===== src/shared/imcl_params.svh =====
// Constants for the two-wire master control logic: register indices,
// bit positions, reset values and timing counts.
// Included by the package and by the design file.
`ifndef IMCL_PARAMS_SVH
`define IMCL_PARAMS_SVH

// Register indices; byte address is four times the index
`define IMCL_IDX_CTRL      12'hf52
`define IMCL_IDX_RELOAD    12'hf58
`define IMCL_IDX_STATUS    12'hf59
`define IMCL_IDX_DATA      12'hf5a
`define IMCL_IDX_IRQ_STS   12'hf5b
`define IMCL_IDX_IRQ_MASK  12'hf5c

// Control register bits
`define IMCL_B_ENABLE      7
`define IMCL_B_START       6
`define IMCL_B_STOP        5
`define IMCL_B_BAUD_TIMER_IRQ_ENABLE        4
`define IMCL_B_TXI         3
`define IMCL_B_NAK         2
`define IMCL_B_FLUSH       1
`define IMCL_B_FILTER      0

// Status register bits
`define IMCL_S_TXE         0
`define IMCL_S_NACK        1
`define IMCL_S_BUSY        2

// Interrupt status and mask bits
`define IMCL_I_BAUD        0
`define IMCL_I_TXE         1
`define IMCL_I_NACK        2
`define IMCL_IRQ_W         3

// Reset values
`define IMCL_CTRL_RST      8'h00
`define IMCL_RELOAD_RST    16'hffff
`define IMCL_MASK_RST      3'h0
`define IMCL_BYTE_RST      8'h00

// Input filter latency in system clocks
`define IMCL_FILT_LAT      3

`endif


===== src/shared/imcl_pkg.sv =====
// Types shared by the two-wire master control logic.
// Assumes imcl_params.svh is on the include path.
`include "imcl_params.svh"
package imcl_pkg;
    typedef logic [7:0]              imcl_byte_type;
    typedef logic [15:0]             imcl_reload_type;
    typedef logic [11:0]             imcl_index_type;
    typedef logic [`IMCL_IRQ_W-1:0]  imcl_irq_type;
endpackage


===== src/rtl/imcl_ctrl.sv =====
// Control logic of a byte-oriented two-wire bus master: control register,
// request sequencing, holding register, baud timer and input filters.
// Assumes an AHB-Lite master on hclk and a bit-level engine on hclk.
//
// The implementer's own choice: register access over AHB-Lite.
`timescale 1ns/1ps
`include "imcl_params.svh"

// Functional notes
// - Enable bit switches transmitter and receiver.
// - Start request self-clears after start or disable.
// - Writing zero clears pending requests only through the enable bit.
// - Start waits for a byte to send.
// - Start waits for current byte and acknowledge.
// - Pending stop goes out before start.
// - Stop issued after byte sent or received.
// - Stop request clears after stop or disable.
// - Disabled timer interrupts when counter reaches one.
// - Timer interrupt bit ignored while enabled.
// - Transmit interrupt and DMA gated by the TXI bit.
// - Not-acknowledge request answers next read byte.
// - Flush empties holding register, sets empty.
// - Flush bit always reads zero.
// - Filters reject pulses under one clock.
// - Filters add three clocks of latency.
// - Nack flag cleared only by start/stop.
// - Timer interval equals reload times clock period.
module imcl_ctrl (
    // Clock and reset
    input  wire logic         hclk,
    input  wire logic         hresetn,
    // AHB-Lite slave
    input  wire logic         hsel,
    input  wire logic [31:0]  haddr,
    input  wire logic [1:0]   htrans,
    input  wire logic         hwrite,
    input  wire logic [2:0]   hsize,
    input  wire logic [31:0]  hwdata,
    input  wire logic         hready,
    output logic              hreadyout,
    output logic              hresp,
    output logic [31:0]       hrdata,
    // Bit-level engine status, same clock
    input  wire logic         eng_start_done,
    input  wire logic         eng_stop_done,
    input  wire logic         eng_nak_done,
    input  wire logic         eng_byte_busy,
    input  wire logic         eng_shift_full,
    input  wire logic         eng_load_take,
    input  wire logic         eng_nack_event,
    // Bit-level engine control
    output logic              eng_enable,
    output logic              eng_start_go,
    output logic              eng_stop_go,
    output logic              eng_nak_go,
    output logic [7:0]        tx_byte,
    output logic              baud_tick,
    // Bus pins, asynchronous
    input  wire logic         scl_pin,
    input  wire logic         sda_pin,
    output logic              scl_filtered,
    output logic              sda_filtered,
    // Interrupts and DMA
    output logic              irq,
    output logic              tx_irq,
    output logic              tx_dma_req
);

    imcl_pkg::imcl_byte_type    ctrl_ff;
    imcl_pkg::imcl_byte_type    tx_byte_ff;
    imcl_pkg::imcl_reload_type  reload_ff;
    imcl_pkg::imcl_reload_type  baud_cnt_ff;
    imcl_pkg::imcl_index_type   dp_idx_ff;
    imcl_pkg::imcl_irq_type     irq_sts_ff;
    imcl_pkg::imcl_irq_type     irq_mask_ff;
    imcl_pkg::imcl_irq_type     irq_set;
    logic                       dp_valid_ff;
    logic                       dp_write_ff;
    logic                       tx_empty_ff;
    logic                       tx_empty_q_ff;
    logic                       nack_flag_ff;
    logic                       nack_q_ff;
    logic                       baud_tick_ff;
    logic                       nxt_enable;
    logic                       wr_ctrl;
    logic                       wr_any;
    logic                       baud_evt;
    logic [1:0]                 scl_sync_ff;
    logic [1:0]                 sda_sync_ff;
    logic [1:0]                 scl_dly_ff;
    logic [1:0]                 sda_dly_ff;
    logic                       scl_filt_ff;
    logic                       sda_filt_ff;

    function automatic logic idx_mapped(input imcl_pkg::imcl_index_type idx);
        idx_mapped = (idx == `IMCL_IDX_CTRL) || (idx == `IMCL_IDX_RELOAD) ||
                     (idx == `IMCL_IDX_STATUS) || (idx == `IMCL_IDX_DATA) ||
                     (idx == `IMCL_IDX_IRQ_STS) || (idx == `IMCL_IDX_IRQ_MASK);
    endfunction

    function automatic logic wr_hit(input imcl_pkg::imcl_index_type idx);
        wr_hit = dp_valid_ff && dp_write_ff && (dp_idx_ff == idx);
    endfunction

    // Bus slave: zero wait state, always OKAY
    assign hreadyout = 1'b1;
    assign hresp     = 1'b0;

    always_ff @(posedge hclk or negedge hresetn) begin
        if (!hresetn) begin
            dp_valid_ff <= 1'b0;
            dp_write_ff <= 1'b0;
            dp_idx_ff   <= '0;
        end else if (hready) begin
            dp_valid_ff <= hsel && htrans[1] && (haddr[31:14] == 18'h00000) &&
                           (haddr[1:0] == 2'h0) && idx_mapped(haddr[13:2]);
            dp_write_ff <= hwrite;
            dp_idx_ff   <= haddr[13:2];
        end
    end

    assign wr_ctrl = wr_hit(`IMCL_IDX_CTRL);
    assign wr_any  = dp_valid_ff && dp_write_ff;

    // Read data from registers in the data phase, so a read right after
    // a write already sees the new value
    always_comb begin
        hrdata = 32'h00000000;
        if (dp_valid_ff && !dp_write_ff) begin
            case (dp_idx_ff)
                `IMCL_IDX_CTRL:     hrdata = {24'h000000, ctrl_ff};
                `IMCL_IDX_RELOAD:   hrdata = {16'h0000, reload_ff};
                `IMCL_IDX_STATUS:   hrdata = {29'h00000000, eng_byte_busy, nack_flag_ff, tx_empty_ff};
                `IMCL_IDX_DATA:     hrdata = {24'h000000, tx_byte_ff};
                `IMCL_IDX_IRQ_STS:  hrdata = {29'h00000000, irq_sts_ff};
                `IMCL_IDX_IRQ_MASK: hrdata = {29'h00000000, irq_mask_ff};
                default:            hrdata = 32'h00000000;
            endcase
        end
    end

    // Control register
    assign nxt_enable = wr_ctrl ? hwdata[`IMCL_B_ENABLE] : ctrl_ff[`IMCL_B_ENABLE];

    always_ff @(posedge hclk or negedge hresetn) begin
        if (!hresetn) begin
            ctrl_ff <= `IMCL_CTRL_RST;
        end else begin
            ctrl_ff[`IMCL_B_ENABLE] <= nxt_enable;
            ctrl_ff[`IMCL_B_FLUSH]  <= 1'b0;
            if (wr_ctrl) begin
                ctrl_ff[`IMCL_B_BAUD_TIMER_IRQ_ENABLE]   <= hwdata[`IMCL_B_BAUD_TIMER_IRQ_ENABLE];
                ctrl_ff[`IMCL_B_TXI]    <= hwdata[`IMCL_B_TXI];
                ctrl_ff[`IMCL_B_FILTER] <= hwdata[`IMCL_B_FILTER];
            end
            // Software may only set; engine done or disable clears; disable wins over set, set wins over done
            if (!nxt_enable)
                ctrl_ff[`IMCL_B_START] <= 1'b0;
            else if (wr_ctrl && hwdata[`IMCL_B_START])
                ctrl_ff[`IMCL_B_START] <= 1'b1;
            else if (eng_start_done)
                ctrl_ff[`IMCL_B_START] <= 1'b0;
            if (!nxt_enable)
                ctrl_ff[`IMCL_B_STOP] <= 1'b0;
            else if (wr_ctrl && hwdata[`IMCL_B_STOP])
                ctrl_ff[`IMCL_B_STOP] <= 1'b1;
            else if (eng_stop_done)
                ctrl_ff[`IMCL_B_STOP] <= 1'b0;
            if (!nxt_enable)
                ctrl_ff[`IMCL_B_NAK] <= 1'b0;
            else if (wr_ctrl && hwdata[`IMCL_B_NAK])
                ctrl_ff[`IMCL_B_NAK] <= 1'b1;
            else if (eng_nak_done)
                ctrl_ff[`IMCL_B_NAK] <= 1'b0;
        end
    end

    // Request sequencing towards the bit engine
    assign eng_enable   = ctrl_ff[`IMCL_B_ENABLE];
    assign eng_stop_go  = ctrl_ff[`IMCL_B_ENABLE] && ctrl_ff[`IMCL_B_STOP] &&
                          !eng_byte_busy;
    // Start needs a byte, an idle shifter and no stop still owed
    assign eng_start_go = ctrl_ff[`IMCL_B_ENABLE] && ctrl_ff[`IMCL_B_START] &&
                          !ctrl_ff[`IMCL_B_STOP] &&
                          !eng_byte_busy &&
                          (!tx_empty_ff || eng_shift_full);
    assign eng_nak_go   = ctrl_ff[`IMCL_B_ENABLE] && ctrl_ff[`IMCL_B_NAK];

    // Holding register; engine take sets empty and wins over a write
    always_ff @(posedge hclk or negedge hresetn) begin
        if (!hresetn) begin
            tx_empty_ff <= 1'b1;
            tx_byte_ff  <= `IMCL_BYTE_RST;
        end else if (wr_ctrl && hwdata[`IMCL_B_FLUSH]) begin
            tx_empty_ff <= 1'b1;
            tx_byte_ff  <= `IMCL_BYTE_RST;
        end else if (eng_load_take) begin
            tx_empty_ff <= 1'b1;
        end else if (wr_hit(`IMCL_IDX_DATA)) begin
            tx_empty_ff <= 1'b0;
            tx_byte_ff  <= hwdata[7:0];
        end
    end

    assign tx_byte    = tx_byte_ff;
    assign tx_irq     = tx_empty_ff && ctrl_ff[`IMCL_B_TXI];
    assign tx_dma_req = tx_empty_ff && ctrl_ff[`IMCL_B_TXI];

    // Nack flag: set wins over the start/stop write that clears it
    always_ff @(posedge hclk or negedge hresetn) begin
        if (!hresetn)
            nack_flag_ff <= 1'b0;
        else if (eng_nack_event && !ctrl_ff[`IMCL_B_START] && !ctrl_ff[`IMCL_B_STOP])
            nack_flag_ff <= 1'b1;
        else if (wr_ctrl && (hwdata[`IMCL_B_START] || hwdata[`IMCL_B_STOP]))
            nack_flag_ff <= 1'b0;
    end

    // Baud reload value and down-counter; reload of zero never times out
    always_ff @(posedge hclk or negedge hresetn) begin
        if (!hresetn)
            reload_ff <= `IMCL_RELOAD_RST;
        else if (wr_hit(`IMCL_IDX_RELOAD))
            reload_ff <= hwdata[15:0];
    end

    always_ff @(posedge hclk or negedge hresetn) begin
        if (!hresetn) begin
            baud_cnt_ff  <= `IMCL_RELOAD_RST;
            baud_tick_ff <= 1'b0;
        end else begin
            if (baud_cnt_ff <= 16'h0001)
                baud_cnt_ff <= reload_ff;
            else
                baud_cnt_ff <= baud_cnt_ff - 16'h0001;
            baud_tick_ff <= (baud_cnt_ff == 16'h0001);
        end
    end

    assign baud_tick = baud_tick_ff;
    assign baud_evt  = !ctrl_ff[`IMCL_B_ENABLE] && ctrl_ff[`IMCL_B_BAUD_TIMER_IRQ_ENABLE] &&
                       (baud_cnt_ff == 16'h0001);

    // Sticky interrupt status, write one to clear, set wins
    always_ff @(posedge hclk or negedge hresetn) begin
        if (!hresetn) begin
            tx_empty_q_ff <= 1'b1;
            nack_q_ff     <= 1'b0;
        end else begin
            tx_empty_q_ff <= tx_empty_ff;
            nack_q_ff     <= nack_flag_ff;
        end
    end

    always_comb begin
        irq_set                = '0;
        irq_set[`IMCL_I_BAUD]  = baud_evt;
        irq_set[`IMCL_I_TXE]   = tx_empty_ff && !tx_empty_q_ff && ctrl_ff[`IMCL_B_TXI];
        irq_set[`IMCL_I_NACK]  = nack_flag_ff && !nack_q_ff;
    end

    always_ff @(posedge hclk or negedge hresetn) begin
        if (!hresetn) begin
            irq_sts_ff  <= '0;
            irq_mask_ff <= `IMCL_MASK_RST;
        end else begin
            if (wr_hit(`IMCL_IDX_IRQ_STS))
                irq_sts_ff <= (irq_sts_ff & ~hwdata[`IMCL_IRQ_W-1:0]) | irq_set;
            else
                irq_sts_ff <= irq_sts_ff | irq_set;
            if (wr_hit(`IMCL_IDX_IRQ_MASK))
                irq_mask_ff <= hwdata[`IMCL_IRQ_W-1:0];
        end
    end

    assign irq = |(irq_sts_ff & irq_mask_ff);

    // Pin synchronisers, then optional glitch filter; a level must agree
    // on two samples, so a one-clock pulse never reaches the output
    always_ff @(posedge hclk or negedge hresetn) begin
        if (!hresetn) begin
            scl_sync_ff <= 2'h3;
            sda_sync_ff <= 2'h3;
            scl_dly_ff  <= 2'h3;
            sda_dly_ff  <= 2'h3;
            scl_filt_ff <= 1'b1;
            sda_filt_ff <= 1'b1;
        end else begin
            scl_sync_ff <= {scl_sync_ff[0], scl_pin};
            sda_sync_ff <= {sda_sync_ff[0], sda_pin};
            scl_dly_ff  <= {scl_dly_ff[0], scl_sync_ff[1]};
            sda_dly_ff  <= {sda_dly_ff[0], sda_sync_ff[1]};
            if (scl_dly_ff[0] == scl_dly_ff[1])
                scl_filt_ff <= scl_dly_ff[1];
            if (sda_dly_ff[0] == sda_dly_ff[1])
                sda_filt_ff <= sda_dly_ff[1];
        end
    end

    assign scl_filtered = ctrl_ff[`IMCL_B_FILTER] ? scl_filt_ff : scl_sync_ff[1];
    assign sda_filtered = ctrl_ff[`IMCL_B_FILTER] ? sda_filt_ff : sda_sync_ff[1];

    // Checks
    chk_enable_follows: assert property (@(posedge hclk) disable iff (!hresetn)
        wr_ctrl |=> (eng_enable == $past(hwdata[`IMCL_B_ENABLE])))
        else $error("enable does not follow written control bit");

    chk_start_clears: assert property (@(posedge hclk) disable iff (!hresetn)
        (ctrl_ff[`IMCL_B_START] && eng_start_done && !(wr_ctrl && hwdata[`IMCL_B_START]))
        |=> !ctrl_ff[`IMCL_B_START])
        else $error("start request not cleared after start sent");

    chk_request_sticky: assert property (@(posedge hclk) disable iff (!hresetn)
        (ctrl_ff[`IMCL_B_START] && nxt_enable && !eng_start_done) |=> ctrl_ff[`IMCL_B_START])
        else $error("start request cleared by software");

    chk_start_needs_data: assert property (@(posedge hclk) disable iff (!hresetn)
        eng_start_go |-> (!tx_empty_ff || eng_shift_full))
        else $error("start issued with no byte to send");

    chk_byte_blocks: assert property (@(posedge hclk) disable iff (!hresetn)
        eng_byte_busy |-> (!eng_start_go && !eng_stop_go))
        else $error("condition issued during a byte");

    chk_stop_first: assert property (@(posedge hclk) disable iff (!hresetn)
        (ctrl_ff[`IMCL_B_STOP] && ctrl_ff[`IMCL_B_START]) |-> !eng_start_go)
        else $error("start issued before pending stop");

    chk_stop_issue: assert property (@(posedge hclk) disable iff (!hresetn)
        (ctrl_ff[`IMCL_B_ENABLE] && ctrl_ff[`IMCL_B_STOP] && !eng_byte_busy) |-> eng_stop_go)
        else $error("stop not issued after byte");

    chk_disable_clears: assert property (@(posedge hclk) disable iff (!hresetn)
        $fell(eng_enable) |-> (ctrl_ff[`IMCL_B_START:`IMCL_B_STOP] == 2'h0) && !ctrl_ff[`IMCL_B_NAK])
        else $error("requests survive disable");

    chk_timer_irq: assert property (@(posedge hclk) disable iff (!hresetn)
        (!eng_enable && ctrl_ff[`IMCL_B_BAUD_TIMER_IRQ_ENABLE] && baud_cnt_ff == 16'h0001) |=> irq_sts_ff[`IMCL_I_BAUD])
        else $error("timer event lost");

    chk_timer_ignored: assert property (@(posedge hclk) disable iff (!hresetn)
        eng_enable |-> !irq_set[`IMCL_I_BAUD])
        else $error("timer event while enabled");

    chk_tx_gate: assert property (@(posedge hclk) disable iff (!hresetn)
        !ctrl_ff[`IMCL_B_TXI] |-> (!tx_irq && !tx_dma_req))
        else $error("transmit request without enable");

    chk_nak_clears: assert property (@(posedge hclk) disable iff (!hresetn)
        (ctrl_ff[`IMCL_B_NAK] && eng_nak_done && !(wr_ctrl && hwdata[`IMCL_B_NAK]))
        |=> !ctrl_ff[`IMCL_B_NAK])
        else $error("nak request not cleared");

    chk_flush_empty: assert property (@(posedge hclk) disable iff (!hresetn)
        (wr_ctrl && hwdata[`IMCL_B_FLUSH]) |=> (tx_empty_ff && tx_byte_ff == `IMCL_BYTE_RST))
        else $error("flush did not empty holding register");

    chk_flush_reads_zero: assert property (@(posedge hclk) disable iff (!hresetn)
        (dp_valid_ff && !dp_write_ff && dp_idx_ff == `IMCL_IDX_CTRL) |-> !hrdata[`IMCL_B_FLUSH])
        else $error("flush bit read as one");

    chk_filter_latency: assert property (@(posedge hclk) disable iff (!hresetn)
        ($rose(scl_sync_ff[1]) && !scl_filt_ff && ctrl_ff[`IMCL_B_FILTER]) ##1
        (scl_sync_ff[1] && ctrl_ff[`IMCL_B_FILTER]) [*2] |-> !scl_filtered ##1 scl_filtered)
        else $error("filter latency is not three clocks");

    chk_glitch_reject: assert property (@(posedge hclk) disable iff (!hresetn)
        (ctrl_ff[`IMCL_B_FILTER] && sda_filt_ff && $fell(sda_sync_ff[1])) ##1
        (sda_sync_ff[1] && ctrl_ff[`IMCL_B_FILTER]) [*3] |-> sda_filtered)
        else $error("one-clock pulse passed the filter");

    chk_nack_hold: assert property (@(posedge hclk) disable iff (!hresetn)
        (nack_flag_ff && !(wr_ctrl && (hwdata[`IMCL_B_START] || hwdata[`IMCL_B_STOP])))
        |=> nack_flag_ff)
        else $error("nack flag cleared without start or stop");

    chk_reload_period: assert property (@(posedge hclk) disable iff (!hresetn)
        (baud_cnt_ff == 16'h0001 && reload_ff == 16'h0004 && !wr_hit(`IMCL_IDX_RELOAD))
        |=> baud_cnt_ff == 16'h0004 ##3 baud_cnt_ff == 16'h0001)
        else $error("timer interval differs from reload");

    chk_reset_zero: assert property (@(posedge hclk)
        !hresetn |-> (ctrl_ff == `IMCL_CTRL_RST))
        else $error("control register not zero in reset");

    cov_start_sent: cover property (@(posedge hclk) disable iff (!hresetn)
        eng_start_go ##[1:20] eng_start_done);
    cov_stop_then_start: cover property (@(posedge hclk) disable iff (!hresetn)
        (ctrl_ff[`IMCL_B_STOP] && ctrl_ff[`IMCL_B_START]) ##[1:50] eng_start_go);
    cov_timer_irq: cover property (@(posedge hclk) disable iff (!hresetn)
        irq_set[`IMCL_I_BAUD] ##1 irq);

endmodule


===== config.mk =====
export PLATFORM = sky130hd
export DESIGN_NAME = imcl_ctrl
export DESIGN_NICKNAME = d
export VERILOG_FILES = /design/src/shared/imcl_pkg.sv /design/src/rtl/imcl_ctrl.sv
export VERILOG_INCLUDE_DIRS = /design/src /design/src/shared
export SDC_FILE = /design/constraint.sdc
export NUM_CORES = 1
export LEC_CHECK = 0
export ABC_AREA = 1
export ABC_CLOCK_PERIOD_IN_PS = 4100
export BUFFER_PORTS_ARGS = -buffer_cell sky130_fd_sc_hd__buf_2
export CORE_MARGIN = 1.5
export CORE_UTILIZATION = 30
export DETAILED_ROUTE_END_ITERATION = 10
export GPL_ROUTABILITY_DRIVEN = 1
export PLACE_DENSITY_LB_ADDON = 0.12
export SYNTH_ARGS = -nofsm -noshare
export SYNTH_HDL_FRONTEND = slang
export SYNTH_SLANG_ARGS = --single-unit

===== constraint.sdc =====
create_clock -name hclk -period 4.1 [get_ports hclk]
set_input_delay 0.41 -clock hclk [delete_from_list [all_inputs] [get_ports hclk]]
set_output_delay 0.41 -clock hclk [all_outputs]
set_load 0.02 [all_outputs]

Word-level counts from Yosys, hierarchy flattened. Index checks and enable logic that the tools add are counted.

Register bits after elaboration: 82. Bits of input ports: 83. Logic and storage cells: 127.

Add/sub/neg operators: 1. Order comparisons: 1. Equal/unequal tests: 19. Mux-type cells: 24. Bitwise logic cells: 5. Reductions and logical operators: 53.

Operators with widths (number): equality test 12 bit (second input constant) (12); one-hot mux 16 bit (6 select lines) (1); 2-to-1 mux 32 bit (1); logical AND 1 bit (31); 2-to-1 mux 8 bit (3); zero test 18 bit (1); 2-to-1 mux 1 bit (17); equality test 16 x 1 -> 1 bit (second input constant) (1); less-or-equal comparator 16 x 1 -> 1 bit (second input constant) (1); 2-to-1 mux 16 bit (1); subtractor 16 x 1 -> 16 bit (second input constant) (1); != test 3 x 2 -> 1 bit (second input constant) (3); zero test 1 bit (8); logical OR 1 bit (7); AND 3 bit (2); bitwise OR 3 bit (2); nonzero test 2 bit (2); 2-to-1 mux 3 bit (1); NOT 3 bit (1); nonzero test 3 bit (1); OR reduction 3 bit (1); equality test 1 bit (2); zero test 2 bit (1); != test 2 x 1 -> 1 bit (second input constant) (1); AND reduction 2 bit (1).

Logic depth before layout (Yosys ltp).
Word-level depth: 7. Depth in mapped cells: 11. Mapped depth without buffers: 10.

Worst setup path after synthesis. No wires, ideal clock.

Path type: reg2out. Start: reg ctrl_ff[7]. End: out eng_start_go. Arrival: 1895 ps. Data required time: 3690 ps. Setup slack: 1795 ps. Cell stages (with the launch flop): 4. Cells stage by stage: dfrtp_1 > inv_1 > or2_2 > a2111oi_0.

Longest elaborated chain between the ends: 4.

Ends and longest elaborated chain: start, declared (line imcl_ctrl.sv:69) `imcl_pkg::imcl_byte_type ctrl_ff;`; start signal, assigned (line imcl_ctrl.sv:147) `` ctrl_ff <= `IMCL_CTRL_RST; ``; start signal, assigned by index (line imcl_ctrl.sv:149) `` ctrl_ff[`IMCL_B_ENABLE] <= nxt_enable; ``; start signal, assigned by index (line imcl_ctrl.sv:152) `` ctrl_ff[`IMCL_B_BAUD_TIMER_IRQ_ENABLE] <= hwdata[`IMCL_B_BAUD_TIMER_IRQ_ENABLE]; ``; logical AND 1 bit (4 in series) (line imcl_ctrl.sv:183) `` assign eng_start_go = ctrl_ff[`IMCL_B_ENABLE] && ctrl_ff[`IMCL_B_START] && ``; end, declared (line imcl_ctrl.sv:53) `output logic eng_start_go,`.

No other way between the ends.

Worst setup path after layout.
Start: reg dp_idx_ff[2]. End: out hrdata[1].

Longest elaborated chain between the ends: 3.

Ends and longest elaborated chain: start, declared (line imcl_ctrl.sv:73) `imcl_pkg::imcl_index_type dp_idx_ff;`; start signal, assigned (line imcl_ctrl.sv:118) `dp_idx_ff <= haddr[13:2];`; equality test 12 bit (line imcl_ctrl.sv:130) `case (dp_idx_ff)`; one-hot mux 16 bit (6 select lines) (*) (line imcl_ctrl.sv:130); 2-to-1 mux 32 bit (*) (line imcl_ctrl.sv:129) `if (dp_valid_ff && !dp_write_ff) begin`; end, declared (line imcl_ctrl.sv:42) `output logic [31:0] hrdata,`.

Mark *: on every way between the ends. The rest lies on a longest branch, timed or not.

==> reports/summary.txt <==
ant diodes: 0
fmax: 401 MHz
Setup WS post-layout: 1.61 ns
final setup violation count: 0
nets: 737
Port Buf Inserts: 96
P&R area growth vs syn: 20.5%
crit-path max cell delay: 0.38 ns
Initial DRC Count: 180
Mapped Cells: 555
CTS sink cnt: 82
CTS tree: built
Final Max Slew Viols: 0
commonest non-fill, non-tap cell in the layout: nand2_1
Worst R2R Setup Slack: 2.36 ns
initial antenna violation count: 0
P_int: 1510 uW
area leader, netlist: dfstp_2
largest net degree at the start of global routing: 55
Synth top area share: 25.5%
Reg-to-Reg End: baud_cnt_ff[3]
DP Area: 5110 um^2
register area share after synthesis: 46.4%
Worst-Margin Slew: 0.697 ns
cell count of the worst reg-to-reg path: 9
Syn Area/Cell: 8.18 um^2
Sw Ratio: 22.3%
number of synthesized flops with an enable pin: 0
ranking of synthesized cells by area: dfstp_2 (25%), dfrtp_1 (21%), nand2_1 (14%)
Fin Hold WS: 0.108 ns
final hold vios: 0
post-route setup TNS: 0 ns
Slowest cell on crit path: dfrtp_1
post-synthesis async set-or-reset flop share: 100%
leakage power: 0.00291 uW
Startpoint Class: flop
Routed Wire Length: 11600 um
deepest clock path buffer count: 2
Synth Cell Area: 4540 um^2
worst r2r src: baud_cnt_ff[0]
Post-DRT Antenna Nets: 0
worst path bufs/invs: 3
Switch Pwr: 431 uW
endpoint class of the critical path: primary output
sequential power share: 43.6%
Worst-path clk slew: 0.06 ns
RSZ-0062 raised after global routing: no
WS Path Type: flop to primary output
Rel. slew slack: 53.5%
Die X: 126 um
Congestion Overflow GR: 0
via count: 3829
Tcrit/Tclk final: 60.8%
ratio of cells with drive above 1 in the final layout: 30.7%
VDD IR-drop max: 0.153 mV
min cycle time layout: 2.49 ns
Max Cap Viol: 0
gr usage total: 15.4%
Core Rows: 44
final std cells w/o fill: 841
DP Worst Slack: 1.94 ns
critical path's top delay family: simple AND/OR/NAND/NOR gates
Worst Path Arrival: 2.08 ns
Seq cells post-synth: 82
Final Cell Area: 5470 um^2
clock network power share: 49.9%
Comb pwr share: 6.5%
first-pass GRT wire length: 19100 um
Data required, critical path: 3.69 ns
Num CTS Buffers: 9
clock network latency to the later pin of the worst-skew pair: 0.34 ns
commonest non-fill, non-tap cells in the layout: nand2_1 (174), buf_2 (95), inv_1 (61)
detailed placer's ending HPWL: 8830 um
Pre-Repair DR Iteration Count: 7
CTS H-tree depth: 3
RD Place Congestion: 0.847
root buffer cell: clkbuf_16
number of global-route vias before repair: 3816
Ports: 135
Top FF cell, synth: dfstp_2
hold_buf cts: 0
post-synth cell types: 44
Post-CTS Setup Bufs: 0
dpl cells: 825
maximum fanout along the worst path: 7
Pwr Density: 354 nW/um^2
clk_skew: 0.00279 ns
initial core utilization: 31.0%
WL/cell: 13.8 um
Core Footprint: 14600 um^2
status: completed
Via density: 4.55
post_cts resized: 0
die area: 15900 um^2
Cell Chain, Critical Path: inv_1 -> nand2_1 -> nor2_1 -> nand3_2 -> inv_2 -> nand2_1 -> nand3_1 -> nor2_1 -> nor2_1 -> buf_2
DIE HEIGHT: 126 um
drc violations: 0
cell mode on critical path: nor2_1
Hold WC Path Type: input port to async pin
Ys Warns: 0
## cell type report
| class | count | area [um^2] |
|---|---|---|
| multi-input cells | 394 | 2020 |
| well taps | 184 | 230 |
| flip-flops and latches | 82 | 2110 |
| fillers | 1542 | 9170 |
| clock buffers | 10 | 250 |
| inverters | 67 | 251 |
| clock inverters | 6 | 111 |
| repair buffers | 98 | 498 |
## through the flow
stage	power, uW	util, %
after floorplan	933	-
after global placement	984	34.9
after detailed placement	986	34.9
after CTS	1960	37.4
after global routing	2010	37.4
final	1940	37.4
## cells in the mapped netlist, types with 3 or more instances
cell and instances:
nand4_1 18, o21ai_0 33, o21ai_1 7, nor4_1 5, nand2_4 3, buf_6 5
nor2_4 3, inv_2 5, nor2_1 37, nand2_2 6, buf_4 20, nor2_8 4
nand2_1 174, xor2_1 6, dfstp_2 44, o21ai_2 7, nor2_2 5, inv_1 61
dfrtp_1 38, nor3_1 6, a21oi_1 5, nand3_2 3, nand3_1 30
## sequential cells by signal (all words and copies together), names as in the netlist, 2 cells and up
register and cells:
baud_cnt_ff 16, reload_ff 16, dp_idx_ff 12, tx_byte 8
ctrl_ff 7, irq_mask_ff 3, irq_sts_ff 3, scl_dly_ff 2
scl_sync_ff 2, sda_dly_ff 2, sda_sync_ff 2
## cell families after synthesis
logic type,share of synthesized area (%)
buffers and inverters,10.4
other,0.165
adder cells (fa/ha/maj),0.992
multiplexers,0.496
AO/OA/AOI/OAI,7.55
AND/OR/NAND/NOR,32.5
flip-flops,46.4
XOR/XNOR,1.54
## worst max-delay path by stage
stage,from,to,slack (ns),cells after the start
final,dp_idx_ff[2],hrdata[1],1.61,10
after global routing,dp_idx_ff[7],hrdata[8],1.41,8
after CTS,dp_idx_ff[7],hrdata[1],1.56,10
after detailed placement,dp_idx_ff[7],hrdata[1],1.94,10
after global placement,dp_idx_ff[5],hrdata[1],1.95,10
after floorplan,ctrl_ff[7],eng_start_go,1.79,3
## power by group through the flow
stage / logic, uW / clock network (uW) / registers, uW
after floorplan: 77.4 / 0 / 855
after global placement: 126 / 0 / 858
after detailed placement: 128 / 0 / 858
after CTS: 128 / 990 / 845
after global routing: 141 / 1030 / 847
final: 126 / 966 / 845
## routing by layer
layer,part of all wire (%),global-route usage (%),up-vias
li1,-,-,1928
met1,49,21.2,1800
met2,45,23.9,86
met3,4.2,2.72,15
met4,2.1,6.83,0
met5,0,0,-
Power figures use the tool's default switching activity.
